File: config.mk
export PLATFORM = sky130hd
export DESIGN_NAME = ccu_top
export DESIGN_NICKNAME = d
export VERILOG_FILES = /design/src/shared/ccu_pkg.sv /design/src/core/ccu_prescaler.sv /design/src/core/ccu_unlock.sv /design/src/core/ccu_top.sv
export SDC_FILE = /design/constraint.sdc
export NUM_CORES = 1
export LEC_CHECK = 0
export BUFFER_PORTS_ARGS = -buffer_cell sky130_fd_sc_hd__clkbuf_2
export CAP_MARGIN = 20
export CORE_MARGIN = 1
export CORE_UTILIZATION = 45
export CTS_BUF_LIST = sky130_fd_sc_hd__clkbuf_4 sky130_fd_sc_hd__clkbuf_8
export DETAILED_ROUTE_END_ITERATION = 12
export PLACE_DENSITY_LB_ADDON = 0.12
export SYNTH_ARGS = -nofsm -noshare
export SYNTH_HDL_FRONTEND = slang
export SYNTH_SLANG_ARGS = --single-unit
File: constraint.sdc
create_clock -name SYS_CLK_IN -period 3.2 [get_ports SYS_CLK_IN]
set_clock_uncertainty 0.15 [all_clocks]
set_input_delay 0.32 -clock SYS_CLK_IN [delete_from_list [all_inputs] [get_ports SYS_CLK_IN]]
set_output_delay 0.32 -clock SYS_CLK_IN [all_outputs]
set_load 0.02 [all_outputs]
File: src/shared/ccu_pkg.sv
// Constants, types and helpers shared by the calendar clock unit files.
// Assumes a single 125 MHz clock and a CPU that drives one-cycle strobes.
package ccu_pkg;

  // Configuration register bit positions
  localparam int CFG_EN_BIT = 7;
  localparam int CFG_WREN_BIT = 5;
  localparam int CFG_SYNC_BIT = 4;
  localparam int CFG_HALF_BIT = 3;
  localparam int CFG_PTR_LSB = 0;
  localparam int CFG_PTR_MSB = 1;

  // Value window pointer codes
  localparam logic [1:0] PTR_MINUTES_SECONDS_PAIR = 2'h0;
  localparam logic [1:0] PTR_WDAY_HOUR = 2'h1;
  localparam logic [1:0] PTR_MONTH_DAY = 2'h2;
  localparam logic [1:0] PTR_YEAR = 2'h3;

  // Unlock key bytes
  localparam logic [7:0] UNLOCK_KEY1 = 8'h55;
  localparam logic [7:0] UNLOCK_KEY2 = 8'hAA;

  // Field limits, binary coded; year counts from 2000
  localparam logic [5:0] SEC_MAX = 6'h3B;
  localparam logic [5:0] MIN_MAX = 6'h3B;
  localparam logic [4:0] HOUR_MAX = 5'h17;
  localparam logic [2:0] WDAY_MAX = 3'h6;
  localparam logic [3:0] MONTH_MAX = 4'hC;
  localparam logic [6:0] YEAR_MAX = 7'h63;
  localparam logic [3:0] MONTH_FEB = 4'h2;
  localparam logic [4:0] DAYS_31 = 5'h1F;
  localparam logic [4:0] DAYS_30 = 5'h1E;
  localparam logic [4:0] DAYS_29 = 5'h1D;
  localparam logic [4:0] DAYS_28 = 5'h1C;
  localparam logic [4:0] DAY_FIRST = 5'h01;
  localparam logic [3:0] MONTH_FIRST = 4'h1;

  // Time of day and calendar, travels as one word
  typedef struct packed {
    logic [6:0] year;
    logic [3:0] month;
    logic [4:0] day;
    logic [2:0] wday;
    logic [4:0] hour;
    logic [5:0] min;
    logic [5:0] sec;
  } ccu_time_t;

  localparam ccu_time_t TIME_RESET = '{year: '0, month: MONTH_FIRST, day: DAY_FIRST,
                                       wday: '0, hour: '0, min: '0, sec: '0};

  // Leap test is valid only inside 2000-2099, where divisible by four suffices
  function automatic logic is_leap(input logic [6:0] year);
    return (year[1:0] == 2'h0);
  endfunction

  // Last day of the given month
  function automatic logic [4:0] days_in_month(input logic [3:0] month,
                                               input logic [6:0] year);
    logic [4:0] d;
    d = DAYS_31;
    case (month)
      4'h4, 4'h6, 4'h9, 4'hB: d = DAYS_30;
      MONTH_FEB: d = is_leap(year) ? DAYS_29 : DAYS_28;
      default: d = DAYS_31;
    endcase
    return d;
  endfunction

endpackage

File: src/core/ccu_prescaler.sv
// Two-stage prescaler producing a half-second tick for the calendar unit.
// Assumes clear_in and run_in come from logic on the same clock.
`timescale 1ns/10ps
module ccu_prescaler #(
  parameter int DIV1 = 125000,
  parameter int DIV2 = 500
) (
  input wire logic clk_in,
  input wire logic rst_n_in,
  input wire logic run_in,
  input wire logic clear_in,
  output logic half_tick_out,
  output logic last_slot_out
);
  import ccu_pkg::*;
  localparam int W1 = $clog2(DIV1);
  localparam int W2 = $clog2(DIV2);
  logic [W1-1:0] pre1_ff;
  logic [W2-1:0] pre2_ff;
  logic pre1_end;
  logic pre2_end;

  assign pre1_end = (pre1_ff == W1'(DIV1 - 1));
  assign pre2_end = (pre2_ff == W2'(DIV2 - 1));
  // Tick is suppressed when a clear lands, so phase restarts cleanly
  assign half_tick_out = run_in & ~clear_in & pre1_end & pre2_end;
  assign last_slot_out = pre2_end;

  // First stage, counts clock cycles
  always_ff @(posedge clk_in) begin
    if (!rst_n_in) begin
      pre1_ff <= '0;
    end else if (clear_in) begin
      pre1_ff <= '0;
    end else if (run_in) begin
      pre1_ff <= pre1_end ? '0 : pre1_ff + W1'(1);
    end
  end

  // Second stage, counts first-stage wraps
  always_ff @(posedge clk_in) begin
    if (!rst_n_in) begin
      pre2_ff <= '0;
    end else if (clear_in) begin
      pre2_ff <= '0;
    end else if (run_in && pre1_end) begin
      pre2_ff <= pre2_end ? '0 : pre2_ff + W2'(1);
    end
  end

  property p_presc_clear;
    @(posedge clk_in) disable iff (!rst_n_in)
    clear_in |=> (pre1_ff == '0) && (pre2_ff == '0) && !half_tick_out;
  endproperty
  a_presc_clear: assert property (p_presc_clear)
    else $error("prescalers not cleared");
endmodule

File: src/core/ccu_unlock.sv
// Unlock sequence detector: key1 then key2 opens a short write-enable window.
// Assumes the CPU issues one write strobe per unlock-register store.
`timescale 1ns/10ps
module ccu_unlock #(
  parameter int WIN_CYCLES = 4
) (
  input wire logic clk_in,
  input wire logic rst_n_in,
  input wire logic wr_in,
  input wire logic [7:0] data_in,
  output logic open_out
);
  import ccu_pkg::*;
  localparam int WW = $clog2(WIN_CYCLES + 1);
  logic armed_ff;
  logic [WW-1:0] win_ff;

  // Any other store breaks the sequence, so stray writes cannot half-arm it
  always_ff @(posedge clk_in) begin
    if (!rst_n_in) begin
      armed_ff <= 1'b0;
    end else if (wr_in) begin
      armed_ff <= (data_in == UNLOCK_KEY1);
    end
  end

  // Window counts down after key2; a fresh store closes it early
  always_ff @(posedge clk_in) begin
    if (!rst_n_in) begin
      win_ff <= '0;
    end else if (wr_in) begin
      win_ff <= (armed_ff && data_in == UNLOCK_KEY2) ? WW'(WIN_CYCLES) : '0;
    end else if (win_ff != '0) begin
      win_ff <= win_ff - WW'(1);
    end
  end

  assign open_out = (win_ff != '0);

  property p_unlock_open;
    @(posedge clk_in) disable iff (!rst_n_in)
    (wr_in && armed_ff && data_in == UNLOCK_KEY2) |=> open_out;
  endproperty
  a_unlock_open: assert property (p_unlock_open)
    else $error("window did not open after key sequence");

  property p_unlock_closed;
    @(posedge clk_in) disable iff (!rst_n_in)
    (wr_in && !armed_ff) |=> !open_out;
  endproperty
  a_unlock_closed: assert property (p_unlock_closed)
    else $error("window opened without key1");
endmodule

File: src/core/ccu_top.sv
// Calendar clock unit: time counters, value window, write lock and status.
// Assumes CPU strobes are one-cycle pulses synchronous to SYS_CLK_IN.
`timescale 1ns/10ps
module ccu_top #(
  parameter int PRE1_DIV = 125000,
  parameter int PRE2_DIV = 500,
  parameter int UNLOCK_WIN = 4
) (
  input wire logic SYS_CLK_IN,
  input wire logic RST_N_IN,
  input wire logic CFG_WR_IN,
  input wire logic [7:0] CFG_WDATA_IN,
  input wire logic UNLOCK_WR_IN,
  input wire logic [7:0] UNLOCK_WDATA_IN,
  input wire logic VALH_WR_IN,
  input wire logic VALH_RD_IN,
  input wire logic VALL_WR_IN,
  input wire logic VALL_RD_IN,
  input wire logic [7:0] VAL_WDATA_IN,
  output logic [7:0] CFG_RDATA_OUT,
  output logic [7:0] VALH_RDATA_OUT,
  output logic [7:0] VALL_RDATA_OUT,
  output ccu_pkg::ccu_time_t TIME_OUT,
  output logic SEC_PULSE_OUT
);
  import ccu_pkg::*;

  logic en_ff;
  logic wren_ff;
  logic half_ff;
  logic [1:0] ptr_ff;
  ccu_time_t time_ff;
  ccu_time_t nxt_time;
  logic [7:0] cfg_rd_ff;
  logic [7:0] valh_rd_ff;
  logic [7:0] vall_rd_ff;
  logic sec_pulse_ff;
  logic unlock_open;
  logic half_tick;
  logic last_slot;
  logic sec_tick;
  logic wr_hi;
  logic wr_lo;
  logic minutes_seconds_pair_wr;
  logic sync_bit;
  logic valh_access;
  logic day_adv;

  // Gated write strobes; without write enable nothing reaches the counters
  assign wr_hi = VALH_WR_IN & wren_ff;
  assign wr_lo = VALL_WR_IN & wren_ff;
  assign minutes_seconds_pair_wr = (wr_hi | wr_lo) & (ptr_ff == PTR_MINUTES_SECONDS_PAIR);
  assign valh_access = VALH_WR_IN | VALH_RD_IN;
  assign sec_tick = half_tick & half_ff;

  ccu_prescaler #(
    .DIV1(PRE1_DIV),
    .DIV2(PRE2_DIV)
  ) u_presc (
    .clk_in(SYS_CLK_IN),
    .rst_n_in(RST_N_IN),
    .run_in(en_ff),
    .clear_in(minutes_seconds_pair_wr),
    .half_tick_out(half_tick),
    .last_slot_out(last_slot)
  );

  ccu_unlock #(
    .WIN_CYCLES(UNLOCK_WIN)
  ) u_unlock (
    .clk_in(SYS_CLK_IN),
    .rst_n_in(RST_N_IN),
    .wr_in(UNLOCK_WR_IN),
    .data_in(UNLOCK_WDATA_IN),
    .open_out(unlock_open)
  );

  // Sync is high only during the last slot before a second rollover
  assign sync_bit = en_ff & half_ff & last_slot;

  // Module enable, software owned
  always_ff @(posedge SYS_CLK_IN) begin
    if (!RST_N_IN) begin
      en_ff <= 1'b0;
    end else if (CFG_WR_IN) begin
      en_ff <= CFG_WDATA_IN[CFG_EN_BIT];
    end
  end

  // Write enable: clearing always works, setting only inside the window
  always_ff @(posedge SYS_CLK_IN) begin
    if (!RST_N_IN) begin
      wren_ff <= 1'b0;
    end else if (CFG_WR_IN) begin
      wren_ff <= CFG_WDATA_IN[CFG_WREN_BIT] & (wren_ff | unlock_open);
    end
  end

  // Pointer: a config write wins over a same-cycle high-byte access
  always_ff @(posedge SYS_CLK_IN) begin
    if (!RST_N_IN) begin
      ptr_ff <= PTR_MINUTES_SECONDS_PAIR;
    end else if (CFG_WR_IN) begin
      ptr_ff <= CFG_WDATA_IN[CFG_PTR_MSB:CFG_PTR_LSB];
    end else if (valh_access && ptr_ff != PTR_MINUTES_SECONDS_PAIR) begin
      ptr_ff <= ptr_ff - 2'h1;
    end
  end

  // Half-second phase; only a seconds-byte write clears it
  always_ff @(posedge SYS_CLK_IN) begin
    if (!RST_N_IN) begin
      half_ff <= 1'b0;
    end else if (wr_lo && ptr_ff == PTR_MINUTES_SECONDS_PAIR) begin
      half_ff <= 1'b0;
    end else if (half_tick) begin
      half_ff <= ~half_ff;
    end
  end

  // Day rollover happens only when every finer field wraps together
  assign day_adv = sec_tick && time_ff.sec >= SEC_MAX && time_ff.min >= MIN_MAX &&
                   time_ff.hour >= HOUR_MAX;

  // Counting cascade, then software writes override the touched fields.
  // Count keeps running during writes except to the minutes/seconds pair, which restart the prescaler; a collision favours the write.
  always_comb begin
    nxt_time = time_ff;
    if (sec_tick) begin
      nxt_time.sec = time_ff.sec + 6'h1;
      if (time_ff.sec >= SEC_MAX) begin
        nxt_time.sec = '0;
        nxt_time.min = time_ff.min + 6'h1;
        if (time_ff.min >= MIN_MAX) begin
          nxt_time.min = '0;
          nxt_time.hour = time_ff.hour + 5'h1;
          if (time_ff.hour >= HOUR_MAX) begin
            nxt_time.hour = '0;
            nxt_time.wday = (time_ff.wday >= WDAY_MAX) ? '0 : time_ff.wday + 3'h1;
            nxt_time.day = time_ff.day + 5'h1;
            if (time_ff.day >= days_in_month(time_ff.month, time_ff.year)) begin
              nxt_time.day = DAY_FIRST;
              nxt_time.month = time_ff.month + 4'h1;
              if (time_ff.month >= MONTH_MAX) begin
                nxt_time.month = MONTH_FIRST;
                nxt_time.year = (time_ff.year >= YEAR_MAX) ? '0 : time_ff.year + 7'h1;
              end
            end
          end
        end
      end
    end
    // Writes land in this same edge, counting resumes from them
    if (wr_hi) begin
      case (ptr_ff)
        PTR_MINUTES_SECONDS_PAIR: nxt_time.min = VAL_WDATA_IN[5:0];
        PTR_WDAY_HOUR: nxt_time.wday = VAL_WDATA_IN[2:0];
        PTR_MONTH_DAY: nxt_time.month = VAL_WDATA_IN[3:0];
        default: nxt_time = nxt_time;
      endcase
    end
    if (wr_lo) begin
      case (ptr_ff)
        PTR_MINUTES_SECONDS_PAIR: nxt_time.sec = VAL_WDATA_IN[5:0];
        PTR_WDAY_HOUR: nxt_time.hour = VAL_WDATA_IN[4:0];
        PTR_MONTH_DAY: nxt_time.day = VAL_WDATA_IN[4:0];
        default: nxt_time.year = VAL_WDATA_IN[6:0];
      endcase
    end
  end

  // Time state
  always_ff @(posedge SYS_CLK_IN) begin
    if (!RST_N_IN) begin
      time_ff <= TIME_RESET;
    end else begin
      time_ff <= nxt_time;
    end
  end

  // Byte pair visible through the value window for a pointer value
  function automatic logic [15:0] window_pair(input logic [1:0] ptr, input ccu_time_t t);
    logic [15:0] v;
    v = '0;
    case (ptr)
      PTR_MINUTES_SECONDS_PAIR: v = {2'h0, t.min, 2'h0, t.sec};
      PTR_WDAY_HOUR: v = {5'h00, t.wday, 3'h0, t.hour};
      PTR_MONTH_DAY: v = {4'h0, t.month, 3'h0, t.day};
      default: v = {8'h00, 1'b0, t.year};
    endcase
    return v;
  endfunction

  // Read data registers; snapshot each cycle, so values lag state by one edge
  always_ff @(posedge SYS_CLK_IN) begin
    if (!RST_N_IN) begin
      cfg_rd_ff <= '0;
      valh_rd_ff <= '0;
      vall_rd_ff <= '0;
    end else begin
      cfg_rd_ff <= '0;
      cfg_rd_ff[CFG_EN_BIT] <= en_ff;
      cfg_rd_ff[CFG_WREN_BIT] <= wren_ff;
      cfg_rd_ff[CFG_SYNC_BIT] <= sync_bit;
      cfg_rd_ff[CFG_HALF_BIT] <= half_ff;
      cfg_rd_ff[CFG_PTR_MSB:CFG_PTR_LSB] <= ptr_ff;
      {valh_rd_ff, vall_rd_ff} <= window_pair(ptr_ff, time_ff);
    end
  end

  // Seconds pulse, lets software schedule writes right after a carry
  always_ff @(posedge SYS_CLK_IN) begin
    if (!RST_N_IN) begin
      sec_pulse_ff <= 1'b0;
    end else begin
      sec_pulse_ff <= sec_tick;
    end
  end

  assign CFG_RDATA_OUT = cfg_rd_ff;
  assign VALH_RDATA_OUT = valh_rd_ff;
  assign VALL_RDATA_OUT = vall_rd_ff;
  assign TIME_OUT = time_ff;
  assign SEC_PULSE_OUT = sec_pulse_ff;

  // Checks
  property p_ptr_dec;
    @(posedge SYS_CLK_IN) disable iff (!RST_N_IN)
    (valh_access && !CFG_WR_IN && ptr_ff != PTR_MINUTES_SECONDS_PAIR) |=> ptr_ff == $past(ptr_ff) - 2'h1;
  endproperty
  a_ptr_dec: assert property (p_ptr_dec)
    else $error("pointer did not decrement");

  property p_ptr_hold;
    @(posedge SYS_CLK_IN) disable iff (!RST_N_IN)
    (ptr_ff == PTR_MINUTES_SECONDS_PAIR && !CFG_WR_IN) |=> ptr_ff == PTR_MINUTES_SECONDS_PAIR;
  endproperty
  a_ptr_hold: assert property (p_ptr_hold)
    else $error("pointer left 00 without config write");

  property p_wr_ignored;
    @(posedge SYS_CLK_IN) disable iff (!RST_N_IN)
    (!wren_ff && !sec_tick) |=> time_ff == $past(time_ff);
  endproperty
  a_wr_ignored: assert property (p_wr_ignored)
    else $error("time changed while writes locked");

  property p_wr_now;
    @(posedge SYS_CLK_IN) disable iff (!RST_N_IN)
    (wr_lo && ptr_ff == PTR_MINUTES_SECONDS_PAIR) |=> time_ff.sec == $past(VAL_WDATA_IN[5:0]) && !half_ff;
  endproperty
  a_wr_now: assert property (p_wr_now)
    else $error("seconds write not applied at once");

  property p_stopped;
    @(posedge SYS_CLK_IN) disable iff (!RST_N_IN)
    (!en_ff [*2]) |-> !sec_tick && !SEC_PULSE_OUT;
  endproperty
  a_stopped: assert property (p_stopped)
    else $error("count advanced while disabled");

  property p_leap_feb;
    @(posedge SYS_CLK_IN) disable iff (!RST_N_IN)
    (day_adv && !wr_lo && !wr_hi && time_ff.month == MONTH_FEB && time_ff.day == DAYS_28)
      |=> (time_ff.day == DAYS_29) == is_leap($past(time_ff.year));
  endproperty
  a_leap_feb: assert property (p_leap_feb)
    else $error("February length wrong for year");

  property p_month_roll;
    @(posedge SYS_CLK_IN) disable iff (!RST_N_IN)
    (day_adv && !wr_lo && !wr_hi && time_ff.month == 4'h4 && time_ff.day == DAYS_30)
      |=> time_ff.day == DAY_FIRST && time_ff.month == 4'h5;
  endproperty
  a_month_roll: assert property (p_month_roll)
    else $error("30-day month did not roll");

  property p_sync_safe;
    @(posedge SYS_CLK_IN) disable iff (!RST_N_IN)
    sec_tick |-> $past(sync_bit) || $past(CFG_WR_IN) || $past(minutes_seconds_pair_wr);
  endproperty
  a_sync_safe: assert property (p_sync_safe)
    else $error("rollover outside the flagged window");

  property p_wren_lock;
    @(posedge SYS_CLK_IN) disable iff (!RST_N_IN)
    (CFG_WR_IN && !unlock_open && !wren_ff) |=> !wren_ff;
  endproperty
  a_wren_lock: assert property (p_wren_lock)
    else $error("write enable set outside unlock window");

  // Clearing the write enable must always work, open window or not
  property p_wren_clear;
    @(posedge SYS_CLK_IN) disable iff (!RST_N_IN)
    (CFG_WR_IN && !CFG_WDATA_IN[CFG_WREN_BIT]) |=> !wren_ff;
  endproperty
  a_wren_clear: assert property (p_wren_clear)
    else $error("write enable not cleared by config write");

  // Half-second bit is read-only: only the tick or a seconds write moves it
  property p_half_ro;
    @(posedge SYS_CLK_IN) disable iff (!RST_N_IN)
    (!half_tick && !(wr_lo && ptr_ff == PTR_MINUTES_SECONDS_PAIR)) |=> half_ff == $past(half_ff);
  endproperty
  a_half_ro: assert property (p_half_ro)
    else $error("half-second changed without tick or seconds write");

  // Every seconds increment shows up on the pulse one edge later
  property p_sec_pulse;
    @(posedge SYS_CLK_IN) disable iff (!RST_N_IN)
    sec_tick |=> SEC_PULSE_OUT;
  endproperty
  a_sec_pulse: assert property (p_sec_pulse)
    else $error("seconds pulse missing after increment");

  // Last second of the last year wraps the calendar back to its start
  property p_year_wrap;
    @(posedge SYS_CLK_IN) disable iff (!RST_N_IN)
    (day_adv && !wr_lo && !wr_hi && time_ff.month == MONTH_MAX && time_ff.day == DAYS_31 &&
     time_ff.year == YEAR_MAX) |=> time_ff.year == '0 && time_ff.month == MONTH_FIRST;
  endproperty
  a_year_wrap: assert property (p_year_wrap)
    else $error("year did not wrap after the last year");
endmodule

==> results.yml, run 1 <==
floorplanning:
  die_x_um: 105
  fp.coreArea_um2: 10300
  boundaryPins: 93
  rows: 37
  die_y_um: 105
  start_util: 0.464
  dieArea_um2: 11000
timing:
  worst_slew_pin_slew_ps: 680
  period_share: 0.907
  setup_viol: 0
  hold_violations: 0
  min_period_ps: 2900
  maxSlewHeadroom: 0.541
  slew_violations: 0
  max_freq_mhz: 345
  worst_slack_ps: 299
synthesis:
  ys_top_cells_by_count: "dfxtp_1, nor2_1, o21ai_0"
  syn_area_per_cell_um2: 8.15
  ys_types: 61
  yosysMostFrequentCell: "dfxtp_1"
  yosys.area.top_type: "dfxtp_1"
  synth_flop_cell: "dfxtp_1"
  syn_inst: 585
  netlist_area_um2: 4770
  ys_top_cells_by_area: "dfxtp_1, nor2_1, ha_1, o21ai_0, a21oi_1"
  ys_ff_latch: 91
  ys_seq_area_frac: 0.382
  async_flop_share: 0
  synth_warnings: 0
  netlist.area_leader.share: 0.382
  synth_edf_count: 0
worst_hold_path:
  hold_path_class: "in -> reg"
  min_path_cells: 3
  holdCritStartpoint: "CFG_WDATA_IN[0]"
critical_path:
  r2r_start: "TIME_OUT[26]$_SDFF_PN0_"
  crit_start: "TIME_OUT[26]$_SDFF_PN0_"
  r2r_cells: 13
  reg2reg_slack_ps: 300
  arrival_ps: 3000
  critical_path.endpoint_type: "flop"
  crit_type: "reg -> reg"
  critPathRequiredTime_ps: 3300
  crit_path_start_kind: "flop"
  worstPathMaxFanout: 7
global_route:
  grt_pass1_wl_um: 21500
  antenna_found_initial: 0
  grt_max_degree: 26
  grt_pass1_vias: 4272
  met1_usage: 0.320
  overflow: 0
  top_usage_layer: "met2"
  met2_usage: 0.402
  track_usage: 0.247
  met3_usage: 0.0449
cts:
  h-tree-depth: 3
  post_cts_buffers: 0
  numCtsBuffers: 9
  clk_pin_slew_ps: 100
  cts_buffer_depth: 2
  cts-root-buf: "clkbuf_8"
  cts_sinks: 91
  cts_hold_buf: 0
  clk_latency_ps: 370
  cts_tree: "built"
  cts_resized: 0
placed_design:
  dpl.hpwl_um: 9670
  dp_slack_ps: 309
  io_buffers: 81
  place_area_um2: 5320
  placedCellCount: 789
  gp_congestion: 0.920
drt:
  drc: 0
  wl_per_cell_um: 16.5
  wl_um: 13300
  ant_nets: 0
  drt_iter0_drc: 334
  vias_per_cell: 5.90
  vias: 4746
  firstDrtPassIters: 5
finish:
  drive_above_1_share: 0.179
  regArea_um2: 1820
  fin_cells: 805
  area_growth_pct: 15.6
  fin_area_um2: 5510
  multi_input_area_um2: 2750
  n_antenna_cell: 0
  fillers: 994
  nNetsFinal: 718
power_and_ir_drop:
  switchingPower_w: 0.000546
  p_total_w: 0.00206
  vdd_drop_max_uv: 268
  p_seq_frac: 0.556
  p_comb_frac: 0.066
  swShare: 0.265
  powerDensity_nw_per_um2: 374
  p_leak_nw: 2.14
  pwr-share-clk: 0.378
  internal_power_w: 0.00152
run_status:
  outcome: "finished, final reports clean"
job:
  maxCapViolations: 0
-- sequential cells by signal (all words and copies together), names as in the netlist --
signal / flops
u_presc.pre2_ff: 9
half_ff: 1
CFG_RDATA_OUT: 6
ptr_ff: 2
u_presc.pre1_ff: 17
VALH_RDATA_OUT: 6
en_ff: 1
wren_ff: 1
u_unlock.win_ff: 3
SEC_PULSE_OUT: 1
u_unlock.armed_ff: 1
VALL_RDATA_OUT: 7
TIME_OUT: 36
-- layout by cell type (no fill, tap or decap), types with 3 or more instances in the layout --
| cell type | n |
|---|---|
| ha_1 | 22 |
| clkbuf_2 | 81 |
| clkbuf_8 | 11 |
| nand4b_1 | 3 |
| nor2_1 | 74 |
| nand4_1 | 18 |
| nand2_1 | 39 |
| nand3b_1 | 5 |
| conb_1 | 5 |
| and2_1 | 4 |
| a211oi_1 | 3 |
| or4_1 | 3 |
| nand2b_1 | 6 |
| a31oi_1 | 21 |
| a21oi_1 | 35 |
| mux2i_1 | 6 |
| nor3_1 | 9 |
| or3_1 | 13 |
| nor4_1 | 5 |
| nand3_1 | 29 |
| and3_1 | 10 |
| buf_4 | 13 |
| xor2_1 | 13 |
| o22ai_1 | 4 |
| o21ai_0 | 55 |
| xnor2_1 | 11 |
| nor2b_1 | 6 |
| dfxtp_1 | 90 |
| o211ai_1 | 6 |
| a222oi_1 | 8 |
| nor4bb_1 | 4 |
| inv_1 | 18 |
-- logic make-up (layout without fill, tap and decap cells) --
logic type | after synthesis | count (layout) | share of synthesized area
AOI/OAI and AO/OA | 149 | 149 | 0.190
DFF | 91 | 91 | 0.382
and+or+nand+nor | 244 | 244 | 0.270
adders and majority gates | 22 | 22 | 0.0578
other | 1 | 5 | 0.000787
xor gates and xnor gates | 24 | 24 | 0.0441
muxes | 6 | 6 | 0.0126
buffers and inverters | 48 | 128 | 0.0431
-- final timing paths --
kind,endpoint
max,TIME_OUT[25]$_SDFF_PN1_
min,ptr_ff[0]$_SDFFE_PN0P_
max reg2reg,TIME_OUT[25]$_SDFF_PN1_
min reg2reg,u_unlock.armed_ff$_SDFFE_PN0P_
-- worst max-delay path, cell delays in order (launching register included) --
cell and delay (ps):
dfxtp_1 490, inv_1 100, ha_1 190, o21ai_0 140, o21ai_0 90, o21ai_0 160
ha_1 250, nand2b_1 130, a21oi_1 290, nor3_2 100, buf_4 170, and2_1 230
o211ai_1 180, nand3_1 100
-- final cells by class --
cell class,count,area share
Clock buffer,11,0.0275
Clock inverter,5,0.00772
Inverter,18,0.0123
Multi-Input combinational cell,450,0.500
Sequential cell,91,0.331
Tap cell,136,0.0309
Timing Repair Buffer,94,0.0913
-- layer usage --
metal | routed length [um] | share of wire
met1 | 5890 | 0.44
met2 | 6320 | 0.48
met3 | 826 | 0.062
met4 | 267 | 0.020
met5 | 0 | 0
-- metrics by stage --
step	TNS, ps	hold slack (ps)	utilization
5_1_grt	-12.3	43.3	0.536
6_report	0	37.7	0.536
2_1_floorplan	0	293	-
4_1_cts	0	30.4	0.536
3_5_place_dp	0	321	0.517
3_3_place_gp	0	312	0.517
-- power by group through the flow --
stage | clock network [W] | logic (W) | registers (W)
6_report | 0.000779 | 0.000136 | 0.00115
5_1_grt | 0.000840 | 0.000149 | 0.00115
3_3_place_gp | 0 | 0.000133 | 0.00117
4_1_cts | 0.000795 | 0.000136 | 0.00115
2_1_floorplan | 0 | 0.0000788 | 0.00118
3_5_place_dp | 0 | 0.000135 | 0.00117
Power figures use the tool's default switching activity.
==> inputs of run 2 (changes only) <==
Settings changed: CORE_ASPECT_RATIO from default to 1.75.
==> run 2 against run 1 <==
Net effect:
- design area down 0.61%
- routed wire length rose by 2.8%
- largest power group unchanged
- global-route usage rose by 1.1 points
- die area up 0.15%
- sequential cell count did not move
- combinational power about the same
- final cell count is 1.2% lower
- critical endpoint is now TIME_OUT[35]$_SDFF_PN0_
- largest cell class unchanged
- count of clock-buffer cells in the layout rose by 2
- first-iteration DRC count is 6.6% higher
- fmax decreased by 1.8%
- clock power down 8.6%
- sequential share of layout area increased by 0.18 points
==> results.yml, run 2 (same netlist as run 1, synthesis figures left out) <==
placed_design:
  dpl.hpwl_um: 10300
  place_area_um2: 5310
  io_buffers: 81
  gp_congestion: 0.863
  placedCellCount: 780
  dp_slack_ps: 287
critical_path:
  r2r_start: "TIME_OUT[25]$_SDFF_PN1_"
  arrival_ps: 3060
  cpMaxStageDelayCell: "dfxtp_1"
  crit_type: "reg -> reg"
  rr_endpoint: "TIME_OUT[35]$_SDFF_PN0_"
  critPathRequiredTime_ps: 3300
  reg2reg_slack_ps: 250
  critical_path.endpoint_type: "flop"
  cp_num_cells: 12
  critical_path.cell_chain: "inv_1 > ha_1 > o21ai_0 > o21ai_0 > o21ai_0 > ha_1 > nand2b_1 > a21oi_1 > nor2_1 > and4_1 > a221oi_1 > a21oi_1"
  slowest_delay_ps: 530
  critPathTopFamily: "compound AO/OA/AOI/OAI gates"
  crit_top_cell: "o21ai_0"
  crit_start: "TIME_OUT[25]$_SDFF_PN1_"
  crit_path_start_kind: "flop"
  worstPathMaxFanout: 8
  r2r_cells: 12
  crit_path_end: "TIME_OUT[35]$_SDFF_PN0_"
  crit_buf_inv: 1
finish:
  layout_commonest_cell: "dfxtp_1"
  multi_input_area_um2: 2750
  drive_above_1_share: 0.177
  fin_cells: 795
  nNetsFinal: 718
  regArea_um2: 1820
  area_growth_pct: 14.9
  layout.cells.most_common_list: "dfxtp_1, clkbuf_2, nor2_1"
  fillers: 1011
  fin_area_um2: 5480
  largest_reg_flops: 36
  n_antenna_cell: 0
cts:
  cts_buffer_depth: 2
  clk_latency_ps: 370
  cts-root-buf: "clkbuf_8"
  post_cts_buffers: 0
  cts_tree: "built"
  numCtsBuffers: 9
  clk_pin_slew_ps: 90
  h-tree-depth: 3
  cts_resized: 0
  cts_sinks: 91
  cts_hold_buf: 0
timing:
  holdWs_ps: 40.3
  maxSlewHeadroom: 0.558
  tns_ps: 0
  worst_slew_pin_slew_ps: 655
  hold_violations: 0
  min_period_ps: 2950
  slew_violations: 0
  max_freq_mhz: 338
  period_share: 0.923
  rsz0062_at_grt: "false"
  worst_slack_ps: 246
  setup_viol: 0
job:
  maxCapViolations: 0
global_route:
  track_usage: 0.258
  grt_pass1_wl_um: 22100
  grt_max_degree: 33
  overflow: 0
  grt_pass1_vias: 4505
  antenna_found_initial: 0
worst_hold_path:
  hold_path_class: "in -> reg"
drt:
  drc: 0
  wl_um: 13700
  vias_per_cell: 5.98
  wl_per_cell_um: 17.2
  firstDrtPassIters: 6
  drt_iter0_drc: 356
  vias: 4752
  ant_nets: 0
floorplanning:
  die_x_um: 79.8
  start_util: 0.463
  rows: 49
  fp.coreArea_um2: 10300
  dieArea_um2: 11000
  boundaryPins: 93
  die_y_um: 138
power_and_ir_drop:
  vdd_drop_max_uv: 238
  p_leak_nw: 2.13
  powerDensity_nw_per_um2: 364
run_status:
  outcome: "finished, final reports clean"
==> run 2: final cells by class <==
class                           count  share of cell area
Timing Repair Buffer               94              0.0918
Clock inverter                      2             0.00228
Tap cell                          127              0.0290
Multi-Input combinational cell    450               0.503
Inverter                           18              0.0123
Sequential cell                    91               0.333
Clock buffer                       13              0.0292
==> run 2: through the flow <==
step	total power [W]	utilization
3_3_place_gp	0.00130	0.515
5_1_grt	0.00208	0.532
3_5_place_dp	0.00131	0.515
2_1_floorplan	0.00126	-
6_report	0.00199	0.532
4_1_cts	0.00201	0.532
==> run 2: worst min-delay path by stage <==
stage / depth (start not counted) / to / start / slack [ps]
floorplan: 2 / TIME_OUT[20]$_SDFF_PN1_ / VAL_WDATA_IN[0] / 290
global placement: 2 / u_unlock.armed_ff$_SDFFE_PN0P_ / u_unlock.armed_ff$_SDFFE_PN0P_ / 310
detailed placement: 2 / u_unlock.armed_ff$_SDFFE_PN0P_ / u_unlock.armed_ff$_SDFFE_PN0P_ / 320
CTS: 3 / en_ff$_SDFFE_PN0P_ / CFG_WDATA_IN[7] / 30
global route: 3 / en_ff$_SDFFE_PN0P_ / CFG_WDATA_IN[7] / 40
finish: 3 / en_ff$_SDFFE_PN0P_ / CFG_WDATA_IN[7] / 40
==> run 2: report_power, final <==
part	switching, W	total (W)	leakage (nW)	internal [W]
clock	0.000388	0.000712	0.0898	0.000325
sequential	0.00000826	0.00115	0.734	0.00114
combinational	0.0000918	0.000134	1.31	0.0000420
total	0.000488	0.00199	2.13	0.00151
==> run 2: worst min-delay path, cell delays in order <==
cell and delay, ps:
clkbuf_2 80, mux2i_1 50, nor2_1 70
==> run 2: routing by layer <==
metal  global-route usage  vias to the layer above  share of wire
met1                0.277                     2252           0.38
met5                    0                        -              0
met3               0.0449                       40          0.053
met4                0.129                        0          0.040
li1                     -                     2285              -
met2                0.467                      175           0.53
